===== config.mk =====
export PLATFORM = sky130hd
export DESIGN_NAME = mrc_reset_ctrl
export DESIGN_NICKNAME = d
export VERILOG_FILES = /design/src/mrc_pkg.sv /design/src/mrc_sync.sv /design/src/mrc_reset_ctrl.sv
export SDC_FILE = /design/constraint.sdc
export NUM_CORES = 1
export LEC_CHECK = 0
export ABC_AREA = 1
export BUFFER_PORTS_ARGS = -buffer_cell sky130_fd_sc_hd__buf_2
export CORE_MARGIN = 5
export CORE_UTILIZATION = 40
export DETAILED_ROUTE_END_ITERATION = 16
export PLACE_DENSITY = 0.69
export SLEW_MARGIN = 30
export SYNTH_ARGS = -nofsm -noshare
export SYNTH_HDL_FRONTEND = slang
export SYNTH_SLANG_ARGS = --single-unit

===== constraint.sdc =====
create_clock -name clock_i -period 1.6 [get_ports clock_i]
set_input_delay 0.08 -clock clock_i [delete_from_list [all_inputs] [get_ports clock_i]]
set_output_delay 0.08 -clock clock_i [all_outputs]
set_load 0.02 [all_outputs]

===== src/mrc_pkg.sv =====
// Package: constants for the module reset control block
`default_nettype none
package mrc_pkg;
  // Clock rate and printed times
  localparam int unsigned CLK_HZ           = 125000000;
  localparam int unsigned RST_MIN_US       = 1500;   // 1.5 ms
  localparam int unsigned RST_MAX_US       = 4000;   // 4.0 ms
  localparam int unsigned PIN_HOLD_REC_US  = 5000;   // 5 ms recommended hold by the far side
  // Low-frequency tick period, in system clocks
  localparam int unsigned LF_DIV_DEFAULT   = 3815;   // About 32.768 kHz
  localparam int unsigned LF_HZ            = CLK_HZ / LF_DIV_DEFAULT;
  // Filter length in LF ticks: least time rounded up, must stay below the longest time
  localparam int unsigned FILT_TICKS       = (RST_MIN_US * LF_HZ + 999999) / 1000000;
  // Serial bit time in system clocks and bits per frame
  localparam int unsigned BAUD_DIV_DEFAULT = 1085;   // About 115200 baud
  localparam int unsigned FRAME_BITS       = 10;     // Start, 8 data, stop
  // Reset stretch in LF ticks once all sources are gone
  localparam int unsigned STRETCH_TICKS    = 4;
  // Pad groups
  localparam int unsigned GP_W             = 6;      // General-purpose lines 7..2
  localparam int unsigned PD_IN_W          = 15;     // Input pads with weak pull-down
  localparam int unsigned OUT_PD_W         = 2;      // Audio data out, SPI peripheral out
  localparam int unsigned OUT_PU_W         = 2;      // Serial transmit, request-to-send
  // Merged reset FSM, stepped on low-frequency ticks
  typedef enum logic [1:0] {
    MRC_IDLE = 2'b01,
    MRC_RST  = 2'b10
  } mrc_state_t;
endpackage : mrc_pkg
`default_nettype wire


===== src/mrc_sync.sv =====
// Three-stage input synchroniser with second/third stage agreement
`default_nettype none
module mrc_sync (
  // Clock, reset and enable
  input  wire logic clock_i,
  input  wire logic rst_n_i,
  input  wire logic en_i,
  // Data
  input  wire logic d_i,
  output logic      q_o
);
  logic [2:0] sh_q;
  logic [2:0] sh_d;
  logic       q_q;
  logic       q_d;

  always_comb begin
    sh_d = sh_q;
    q_d  = q_q;
    if (en_i) begin
      sh_d = {sh_q[1:0], d_i};
      // A change counts once the second and third stages agree
      if (sh_q[1] == sh_q[2]) begin
        q_d = sh_q[2];
      end
    end
  end

  // Every source idles high at this point, so all stages reset high
  always_ff @(posedge clock_i or negedge rst_n_i) begin
    if (!rst_n_i) begin
      sh_q <= 3'h7;
      q_q  <= 1'b1;
    end else begin
      sh_q <= sh_d;
      q_q  <= q_d;
    end
  end

  assign q_o = q_q;
endmodule : mrc_sync
`default_nettype wire


===== src/mrc_reset_ctrl.sv =====
// Reset merger for four sources and pad default control during reset
`default_nettype none
// Overview of operation
// - Any of four sources resets the device
// - Active-low pin filtered by low-frequency clock
// - Pin reset takes effect 1.5 to 4.0 ms
// - Power-on reset with two supply thresholds
// - Reset: bidirectional pads input, outputs undriven
// - Listed input pads get weak pull-downs
// - Audio data out undriven, weak pull-down
// - Serial transmit and RTS undriven, pull-up
// - SPI peripheral out undriven, pull-down
module mrc_reset_ctrl import mrc_pkg::*; #(
  parameter int unsigned LF_DIV   = LF_DIV_DEFAULT,
  parameter int unsigned BAUD_DIV = BAUD_DIV_DEFAULT
) (
  // Clock, reset, enable
  input  wire logic                clock_i,
  input  wire logic                rst_n_i,
  input  wire logic                clk_en_i,
  // Reset sources
  input  wire logic                ext_reset_n_i,
  input  wire logic                supply_below_low_i,
  input  wire logic                supply_above_high_i,
  input  wire logic                uart_rx_i,
  input  wire logic                wdog_timeout_i,
  // Merged reset
  output logic                     sys_reset_o,
  output logic [3:0]               reset_cause_o,
  // Pad control: output enables and pulls
  output logic [GP_W-1:0]          gp_line_force_in_o,
  output logic [PD_IN_W-1:0]       in_pad_pd_o,
  output logic [OUT_PD_W-1:0]      out_pad_hiz_pd_o,
  output logic [OUT_PU_W-1:0]      out_pad_hiz_pu_o
);
  localparam int unsigned DIV_W   = $clog2(LF_DIV + 1);
  localparam int unsigned FILT_W  = $clog2(FILT_TICKS + 2);
  localparam int unsigned BRK_CNT = BAUD_DIV * (FRAME_BITS + 1);
  localparam int unsigned BRK_W   = $clog2(BRK_CNT + 2);
  localparam int unsigned STR_W   = $clog2(STRETCH_TICKS + 1);
  localparam int unsigned N_SRC   = 5;

  logic pin_s;
  logic rx_s;
  logic por_lo_s;
  logic por_hi_s;
  logic wd_s;

  // External inputs cross into the clock domain; active-high sources are
  // inverted first so every synchroniser idles at its reset level
  logic [N_SRC-1:0] src_raw;
  logic [N_SRC-1:0] src_s;

  assign src_raw = {~wdog_timeout_i, supply_above_high_i, ~supply_below_low_i, uart_rx_i,
                    ext_reset_n_i};

  for (genvar g = 0; g < N_SRC; g++) begin : g_sync
    mrc_sync mrc_sync_i (
      .clock_i(clock_i),
      .rst_n_i(rst_n_i),
      .en_i   (clk_en_i),
      .d_i    (src_raw[g]),
      .q_o    (src_s[g])
    );
  end

  assign pin_s    = src_s[0];
  assign rx_s     = src_s[1];
  assign por_lo_s = src_s[2];
  assign por_hi_s = src_s[3];
  assign wd_s     = src_s[4];

  // Low-frequency tick divider
  logic [DIV_W-1:0]  div_q;
  logic [DIV_W-1:0]  div_d;
  logic              tick;
  // Pin filter
  logic [FILT_W-1:0] filt_q;
  logic [FILT_W-1:0] filt_d;
  logic              pin_req_q;
  logic              pin_req_d;
  // Power-on hysteresis
  logic              por_q;
  logic              por_d;
  // Break detector
  logic [BRK_W-1:0]  brk_q;
  logic [BRK_W-1:0]  brk_d;
  logic              brk_req_q;
  logic              brk_req_d;
  // Merged reset
  mrc_state_t        st_q;
  mrc_state_t        st_d;
  logic [STR_W-1:0]  str_q;
  logic [STR_W-1:0]  str_d;
  logic [3:0]        cause_q;
  logic [3:0]        cause_d;
  logic [3:0]        req;
  logic              any_req;

  assign tick = (div_q == DIV_W'(LF_DIV - 1));
  assign req  = {~wd_s, brk_req_q, por_q, pin_req_q};
  assign any_req = |req;

  always_comb begin
    div_d     = div_q;
    filt_d    = filt_q;
    pin_req_d = pin_req_q;
    por_d     = por_q;
    brk_d     = brk_q;
    brk_req_d = brk_req_q;
    st_d      = st_q;
    str_d     = str_q;
    cause_d   = cause_q;
    if (clk_en_i) begin
      div_d = tick ? '0 : div_q + DIV_W'(1);
      // Pin must stay low for FILT_TICKS ticks; tick jitter keeps it below 4.0 ms
      if (pin_s) begin
        filt_d    = '0;
        pin_req_d = 1'b0;
      end else if (tick) begin
        if (filt_q >= FILT_W'(FILT_TICKS)) begin
          pin_req_d = 1'b1;
        end else begin
          filt_d = filt_q + FILT_W'(1);
        end
      end
      // Asserts below low threshold, releases only above high threshold
      if (!por_lo_s) begin
        por_d = 1'b1;
      end else if (por_hi_s) begin
        por_d = 1'b0;
      end
      // Break: receive held low longer than one frame plus one bit (11 bit times)
      if (rx_s) begin
        brk_d     = '0;
        brk_req_d = 1'b0;
      end else if (brk_q >= BRK_W'(BRK_CNT)) begin
        brk_req_d = 1'b1;
      end else begin
        brk_d = brk_q + BRK_W'(1);
      end
      // Merged reset aligned to LF ticks, held while any source is active
      unique case (st_q)
        MRC_IDLE: begin
          if (any_req && tick) begin
            st_d    = MRC_RST;
            str_d   = STR_W'(STRETCH_TICKS);
            cause_d = req;
          end
        end
        MRC_RST: begin
          cause_d = cause_q | req;
          if (any_req) begin
            str_d = STR_W'(STRETCH_TICKS);
          end else if (tick) begin
            if (str_q == '0) begin
              st_d = MRC_IDLE;
            end else begin
              str_d = str_q - STR_W'(1);
            end
          end
        end
        default: st_d = MRC_RST;
      endcase
    end
  end

  // Power-up comes out of reset with the device held (far side settles supplies)
  always_ff @(posedge clock_i or negedge rst_n_i) begin
    if (!rst_n_i) begin
      div_q     <= '0;
      filt_q    <= '0;
      pin_req_q <= 1'b0;
      por_q     <= 1'b1;
      brk_q     <= '0;
      brk_req_q <= 1'b0;
      st_q      <= MRC_RST;
      str_q     <= STR_W'(STRETCH_TICKS);
      cause_q   <= 4'h0;
    end else begin
      div_q     <= div_d;
      filt_q    <= filt_d;
      pin_req_q <= pin_req_d;
      por_q     <= por_d;
      brk_q     <= brk_d;
      brk_req_q <= brk_req_d;
      st_q      <= st_d;
      str_q     <= str_d;
      cause_q   <= cause_d;
    end
  end

  // Registered outputs follow the next state so pads switch with the reset
  logic in_rst_d;
  logic sys_q;
  logic [GP_W-1:0]     gp_q;
  logic [PD_IN_W-1:0]  inpd_q;
  logic [OUT_PD_W-1:0] opd_q;
  logic [OUT_PU_W-1:0] opu_q;
  logic [3:0]          cause_out_q;

  assign in_rst_d = (st_d == MRC_RST);

  always_ff @(posedge clock_i or negedge rst_n_i) begin
    if (!rst_n_i) begin
      sys_q       <= 1'b1;
      gp_q        <= '1;
      inpd_q      <= '1;
      opd_q       <= '1;
      opu_q       <= '1;
      cause_out_q <= 4'h0;
    end else begin
      sys_q       <= in_rst_d;
      gp_q        <= {GP_W{in_rst_d}};
      inpd_q      <= {PD_IN_W{in_rst_d}};
      opd_q       <= {OUT_PD_W{in_rst_d}};
      opu_q       <= {OUT_PU_W{in_rst_d}};
      cause_out_q <= cause_d;
    end
  end

  assign sys_reset_o        = sys_q;
  assign reset_cause_o      = cause_out_q;
  assign gp_line_force_in_o = gp_q;
  assign in_pad_pd_o        = inpd_q;
  assign out_pad_hiz_pd_o   = opd_q;
  assign out_pad_hiz_pu_o   = opu_q;
endmodule : mrc_reset_ctrl
`default_nettype wire


==> flow_metrics.env, run 1 <==
export IMPL_outcome="finished with violations"
export IMPL_violations="setup timing"
export IMPL_hold_viol_final=0
export IMPL_grt_use_total_pct=13.4
export IMPL_powerDensity_nw_per_um2=1050
export IMPL_layout_min_cycle_time_ns=1.66
export IMPL_gp_congestion=0.815
export IMPL_antenna_found_initial=0
export IMPL_drc=0
export IMPL_cts_sinks=65
export IMPL_initial_core_util_pct=41.3
export IMPL_setup_violations=7
export IMPL_power_leakage_uw=0.00206
export IMPL_htreeDepth=3
export IMPL_dr_pass1_iters=4
export IMPL_hold_path_depth=3
export IMPL_grt_max_degree=66
export IMPL_drt_wl_total_mm=7.42
export IMPL_end_kind="register"
export IMPL_die_h_um=105
export IMPL_irDropWorstVdd_uv=524
export IMPL_synth_nets=479
export IMPL_fp_dieW_um=105
export IMPL_final_period_utilization_pct=104
export IMPL_core_um2=8810
export IMPL_worstSetupStartpoint="brk_q[1]$_DFFE_PN0P_"
export IMPL_hpwl_mm=4.92
export IMPL_grt_ovfl_total=0
export IMPL_grt_pass1_wl_mm=12.4
export IMPL_dp_slack_ns=-0.0264
export IMPL_critical_path_required_ns=1.85
export IMPL_nets=522
export IMPL_fmax_mhz=602
export IMPL_reg2reg_from="brk_q[1]$_DFFE_PN0P_"
export IMPL_diodes=0
export IMPL_synth_cell_area_um2=3640
export IMPL_tightest_slew_ns=0.428
export IMPL_dieArea_um2=11100
export IMPL_drive_gt1_share_pct=29.8
export IMPL_min_to="div_q[1]$_DFFE_PN0P_"
export IMPL_drv_slew=0
export IMPL_worst_r2r_path_depth=11
export IMPL_viasPerCell=4.80
export IMPL_final_cell_mix="111 x nand2_1, 45 x nor2_1, 44 x inv_1, 38 x dfrtp_1, 37 x buf_2"
export IMPL_drtAntennaViolNets=0
export IMPL_cp_arrival_ns=1.92
export IMPL_final_common_cell="nand2_1"
export IMPL_worstPathMaxFanout=5
export IMPL_cap_violations=0
export IMPL_setup_slack_ns=-0.0622
export IMPL_cts_buffers=9
export IMPL_fin_area_um2=4340
export IMPL_io_pins=38
export IMPL_utilization_pct=49.3
export IMPL_std_cell_rows=34
export IMPL_slew_headroom_pct=71.4
export IMPL_cts_tree="built"
export IMPL_worstHoldStart="clk_en_i"
export IMPL_root_buffer="clkbuf_8"
export IMPL_tns_ns=-0.302
export IMPL_ys_types=35
export IMPL_grt_pass1_vias=2806
export IMPL_skew_ns=0.00754
export IMPL_hp_class="input port to register"
export IMPL_clockBufferDepth=2
export IMPL_syn_area_per_cell_um2=7.88
export IMPL_syn_inst=462
export IMPL_clk_insertion_delay_late_ns=0.35
export IMPL_yosys_register_bits=65
export IMPL_rsz0062_at_grt="true"
export IMPL_clk_pin_slew_ns=0.08
export IMPL_yosysSeqAreaShare_pct=45.5
export IMPL_yosys_warnings=0
export IMPL_port_buffers=37
export IMPL_r2r_setup_slack_ns=-0.06
export IMPL_drtIter0Drc=112
export IMPL_fill_cells=818
export IMPL_crit_path_start_kind="register"
export IMPL_worstSetupPathType="register to register"
export IMPL_timing_rr_end="brk_q[10]$_DFFE_PN0P_"
export IMPL_num_vias=2964
export IMPL_place_area_um2=3830
export IMPL_wl_per_cell_um=12.0
export IMPL_synthToLayoutAreaGrowth_pct=19.4
-- worst max path at each step --
| stage | to | slack [ns] | depth (start not counted) |
|---|---|---|---|
| finish | brk_q[10]$_DFFE_PN0P_ | -0.06 | 11 |
| CTS | reset_cause_o[2]$_DFFE_PN0P_ | 0.005 | 9 |
| detailed placement | brk_q[4]$_DFFE_PN0P_ | -0.03 | 10 |
| floorplan | reset_cause_o[2]$_DFFE_PN0P_ | 0.09 | 9 |
| global route | brk_q[0]$_DFFE_PN0P_ | -0.15 | 11 |
| global placement | brk_q[6]$_DFFE_PN0P_ | 0.06 | 10 |
-- what timing repair did --
action,4_1_cts,5_1_grt
setup buffers,1,8
cloned,0,2
pin swaps,0,14
endpoints found under the setup margin,15,33
hold buffers,6,0
endpoints found under the hold margin,46,0
gates resized for setup,2,45
-- per-stage QoR --
stage	std cells	power, uW	hold slack [ns]
after floorplan	462	2800	-0.216
after global placement	585	3010	0.123
after detailed placement	585	3060	0.126
after CTS	608	4470	0.0854
after global routing	618	4860	0.125
final	618	4570	0.119
-- cell families after synthesis --
group                    count (synthesis)  share of synthesized area [%]
AO/OA/AOI/OAI                           57                           8.53
XOR/XNOR                                15                           3.61
adder cells (fa/ha/maj)                  9                           3.09
buffers and inverters                   84                           11.6
flip-flops                              65                           45.5
AND/OR/NAND/NOR                        232                           27.7
-- power breakdown --
| part | internal (uW) | total, uW | switching, uW |
|---|---|---|---|
| logic | 389 | 955 | 566 |
| registers | 1970 | 2250 | 285 |
| clock network | 671 | 1360 | 687 |
| total | 3030 | 4570 | 1540 |
-- synthesized netlist by cell type, drive strengths merged --
cell type	n	area share [%]
nand2	129	14
nor2	54	5.7
inv	49	5.1
o21ai	44	6.4
dfrtp	41	28
nand3	31	4.7
buf	30	6.0
dfstp	24	17
xor2	14	3.4
nor3	10	1.8
ha	9	3.1
a21oi	8	1.1
clkbuf	5	0.52
nand4	4	0.69
a21boi	2	0.41
a2bb2oi	1	0.24
a31o	1	0.24
and3	1	0.17
nand3b	1	0.21
nor3b	1	0.21
o22ai	1	0.17
or2	1	0.17
xnor2	1	0.24
-- registers in the layout (all words and copies together), names as in the netlist --
name                    flops
st_q                        2
str_q                       3
brk_req_q                   1
g_sync.mrc_sync_i.q_o       5
out_pad_hiz_pu_o            1
por_q                       1
reset_cause_o               4
div_q                      12
brk_q                      14
pin_req_q                   1
g_sync.mrc_sync_i.sh_q     15
filt_q                      6
-- worst max-delay path, cell delays in order, from the launching register on --
cell and delay (ns):
dfrtp_1 0.40, ha_2 0.23, nand2_2 0.08, nor2_4 0.13
inv_2 0.05, nand2_2 0.07, nand3_4 0.10, nand3_4 0.16
buf_12 0.14, nand2_8 0.06, nand2_1 0.09, o21ai_2 0.05
-- area by class of cell --
cell class / count / area [um^2] / area share [%]
inverters: 49 / 184 / 4.23
repair buffers: 65 / 439 / 10.1
multi-input cells: 315 / 1730 / 39.9
well taps: 108 / 135 / 3.11
clock inverters: 6 / 43.8 / 1.01
clock buffers: 10 / 149 / 3.43
flip-flops and latches: 65 / 1660 / 38.2
-- routing by layer --
metal  track usage (%)  part of all wire, %  wire [um]
met2              22.5                   50       3710
met4              4.87                  1.1         79
met5                 0                    0          0
met3              3.91                  3.9        288
met1              16.4                   45       3340
Note: power is estimated with default switching activity, not from simulation.
==> run 2, diff against run 1 <==
--- a/config.mk
+++ b/config.mk
@@ -9,6 +9,7 @@
 export BUFFER_PORTS_ARGS = -buffer_cell sky130_fd_sc_hd__buf_2
 export CORE_MARGIN = 5
 export CORE_UTILIZATION = 40
+export CTS_BUF_LIST = sky130_fd_sc_hd__clkbuf_16
 export DETAILED_ROUTE_END_ITERATION = 16
 export PLACE_DENSITY = 0.69
 export SLEW_MARGIN = 30
==> flow_metrics.env, run 2 (synthesis gave the netlist of run 1 again) <==
export IMPL_num_vias=3020
export IMPL_worstSetupPathType="register to register"
export IMPL_io_pins=38
export IMPL_drc=0
export IMPL_fin_area_um2=4440
export IMPL_largest_reg_flops=15
export IMPL_viasPerCell=4.89
export IMPL_setup_slack_ns=-0.0119
export IMPL_combPwrFrac_pct=18.7
export IMPL_skew_ns=0.00453
export IMPL_violations="setup timing"
export IMPL_drtIter0Drc=99
export IMPL_grt_max_degree=66
export IMPL_drive_gt1_share_pct=31.0
export IMPL_diodes=0
export IMPL_nets=521
export IMPL_final_cell_mix="109 x nand2_1, 45 x nor2_1, 43 x inv_1, 38 x dfrtp_1, 37 x buf_2"
export IMPL_slew_headroom_pct=67.9
export IMPL_grt_pass1_vias=2879
export IMPL_dr_pass1_iters=4
export IMPL_cts_sinks=65
export IMPL_final_common_cell="nand2_1"
export IMPL_antenna_found_initial=0
export IMPL_grt_pass1_wl_mm=12.7
export IMPL_grt_ovfl_total=0
export IMPL_fp_dieW_um=105
export IMPL_port_buffers=37
export IMPL_initial_core_util_pct=41.3
export IMPL_die_h_um=105
export IMPL_utilization_pct=50.4
export IMPL_rsz0062_at_grt="true"
export IMPL_wl_per_cell_um=12.2
export IMPL_p_switching_uw=1610
export IMPL_outcome="finished with violations"
export IMPL_std_cell_rows=34
export IMPL_cts_tree="built"
export IMPL_top_regs="g_sync.mrc_sync_i.sh_q: 15 flops, brk_q: 14 flops, div_q: 12 flops"
export IMPL_drtAntennaViolNets=0
export IMPL_hold_viol_final=0
export IMPL_hpwl_mm=4.92
export IMPL_clk_pin_slew_ns=0.06
export IMPL_drt_wl_total_mm=7.55
export IMPL_grt_use_total_pct=13.8
export IMPL_irDropWorstVdd_uv=599
export IMPL_core_um2=8810
export IMPL_place_area_um2=3830
export IMPL_power_leakage_uw=0.00210
export IMPL_powerDensity_nw_per_um2=1150
export IMPL_cts_buffers=9
export IMPL_layout_min_cycle_time_ns=1.61
export IMPL_crit_path_start_kind="register"
export IMPL_drv_slew=0
export IMPL_setup_violations=6
export IMPL_cp_arrival_ns=1.84
export IMPL_clk_insertion_delay_late_ns=0.33
export IMPL_root_buffer="clkbuf_16"
export IMPL_switching_share_pct=31.5
export IMPL_gp_congestion=0.815
export IMPL_p_clk_share_pct=37.3
export IMPL_worstPathMaxFanout=6
export IMPL_cellInternalPower_uw=3510
export IMPL_htreeDepth=3
export IMPL_dieArea_um2=11100
export IMPL_hp_class="input port to register"
export IMPL_largest_register="g_sync.mrc_sync_i.sh_q"
export IMPL_seq_power_share_pct=44.0
export IMPL_clockBufferDepth=2
export IMPL_fmax_mhz=620
export IMPL_synthToLayoutAreaGrowth_pct=22.1
export IMPL_cap_violations=0
export IMPL_critical_path_required_ns=1.82
export IMPL_end_kind="register"
export IMPL_tightest_slew_ns=0.480
export IMPL_final_period_utilization_pct=101
## run 2: changes by cell type in the layout (fill, tap and decap cells not counted), sizes merged
cell	delta
buf	-1
## run 2: metal layers
metal  GRT usage (%)  wire [um]  up-vias
met5               0          0        -
met4            6.00        169        0
met3            4.03        307       16
met2            23.0       3720       52
met1            16.7       3350     1424
li1                -          -     1528
## run 2: cell type report
| cell class | count | area (um^2) |
|---|---|---|
| multi-input combinational | 315 | 1750 |
| tap | 108 | 135 |
| inverter | 49 | 184 |
| fill | 810 | 4360 |
| timing repair buffer | 64 | 423 |
| clock inverter | 6 | 43.8 |
| sequential | 65 | 1660 |
| clock buffer | 10 | 250 |
## run 2: through the flow
step / setup TNS (ns) / worst slack [ns] / hold WS, ns / cells / power (uW)
after floorplan: 0 / 0.0923 / -0.216 / 462 / 2800
after global routing: -1.65 / -0.135 / 0.149 / 617 / 5440
final: -0.0425 / -0.0119 / 0.154 / 617 / 5130
after global placement: 0 / 0.0600 / 0.123 / 585 / 3010
after detailed placement: -0.0615 / -0.0264 / 0.126 / 585 / 3060
after CTS: -0.0154 / -0.0154 / 0.121 / 608 / 5040
## run 2: worst paths after layout
check,endpoint,cells after the start,slack [ns],start
max in group asynchronous,g_sync[3].mrc_sync_i.sh_q[1]$_DFFE_PN1P_,3,0.97,rst_n_i
min in group asynchronous,reset_cause_o[3]$_DFFE_PN0P_,3,0.29,rst_n_i
setup reg to reg,brk_q[9]$_DFFE_PN0P_,10,-0.01,brk_q[1]$_DFFE_PN0P_
hold reg to reg,g_sync[4].mrc_sync_i.sh_q[1]$_DFFE_PN1P_,2,0.46,g_sync[4].mrc_sync_i.sh_q[1]$_DFFE_PN1P_
hold / removal,div_q[1]$_DFFE_PN0P_,3,0.15,clk_en_i
setup / recovery,brk_q[9]$_DFFE_PN0P_,10,-0.01,brk_q[1]$_DFFE_PN0P_
## run 2: power groups by stage
stage          Sequential, uW  Clock (uW)  Combinational (uW)
2_1_floorplan            2180           0                 621
3_3_place_gp             2240           0                 775
3_5_place_dp             2250           0                 802
6_report                 2260        1910                 959
4_1_cts                  2220        1960                 853
5_1_grt                  2310        2040                1100
## run 2: what timing repair did
| action | 4_1_cts | 5_1_grt |
|---|---|---|
| hold endpoints to repair | 46 | 0 |
| hold buffers | 6 | 0 |
| pin swaps | 0 | 14 |
| cloned | 0 | 2 |
| endpoints found under the setup margin | 15 | 33 |
| setup buffers | 1 | 7 |
| resized for setup | 3 | 49 |
## run 2: critical path, stage by stage, from the launching register on
cell     delay, ns
dfrtp_1       0.41
ha_2          0.22
nand2_2       0.09
nor2_4        0.05
inv_2         0.06
nand2_2       0.06
nand3_4       0.11
nand3_4       0.18
buf_6         0.21
nand3_1       0.06
nand2_1       0.06
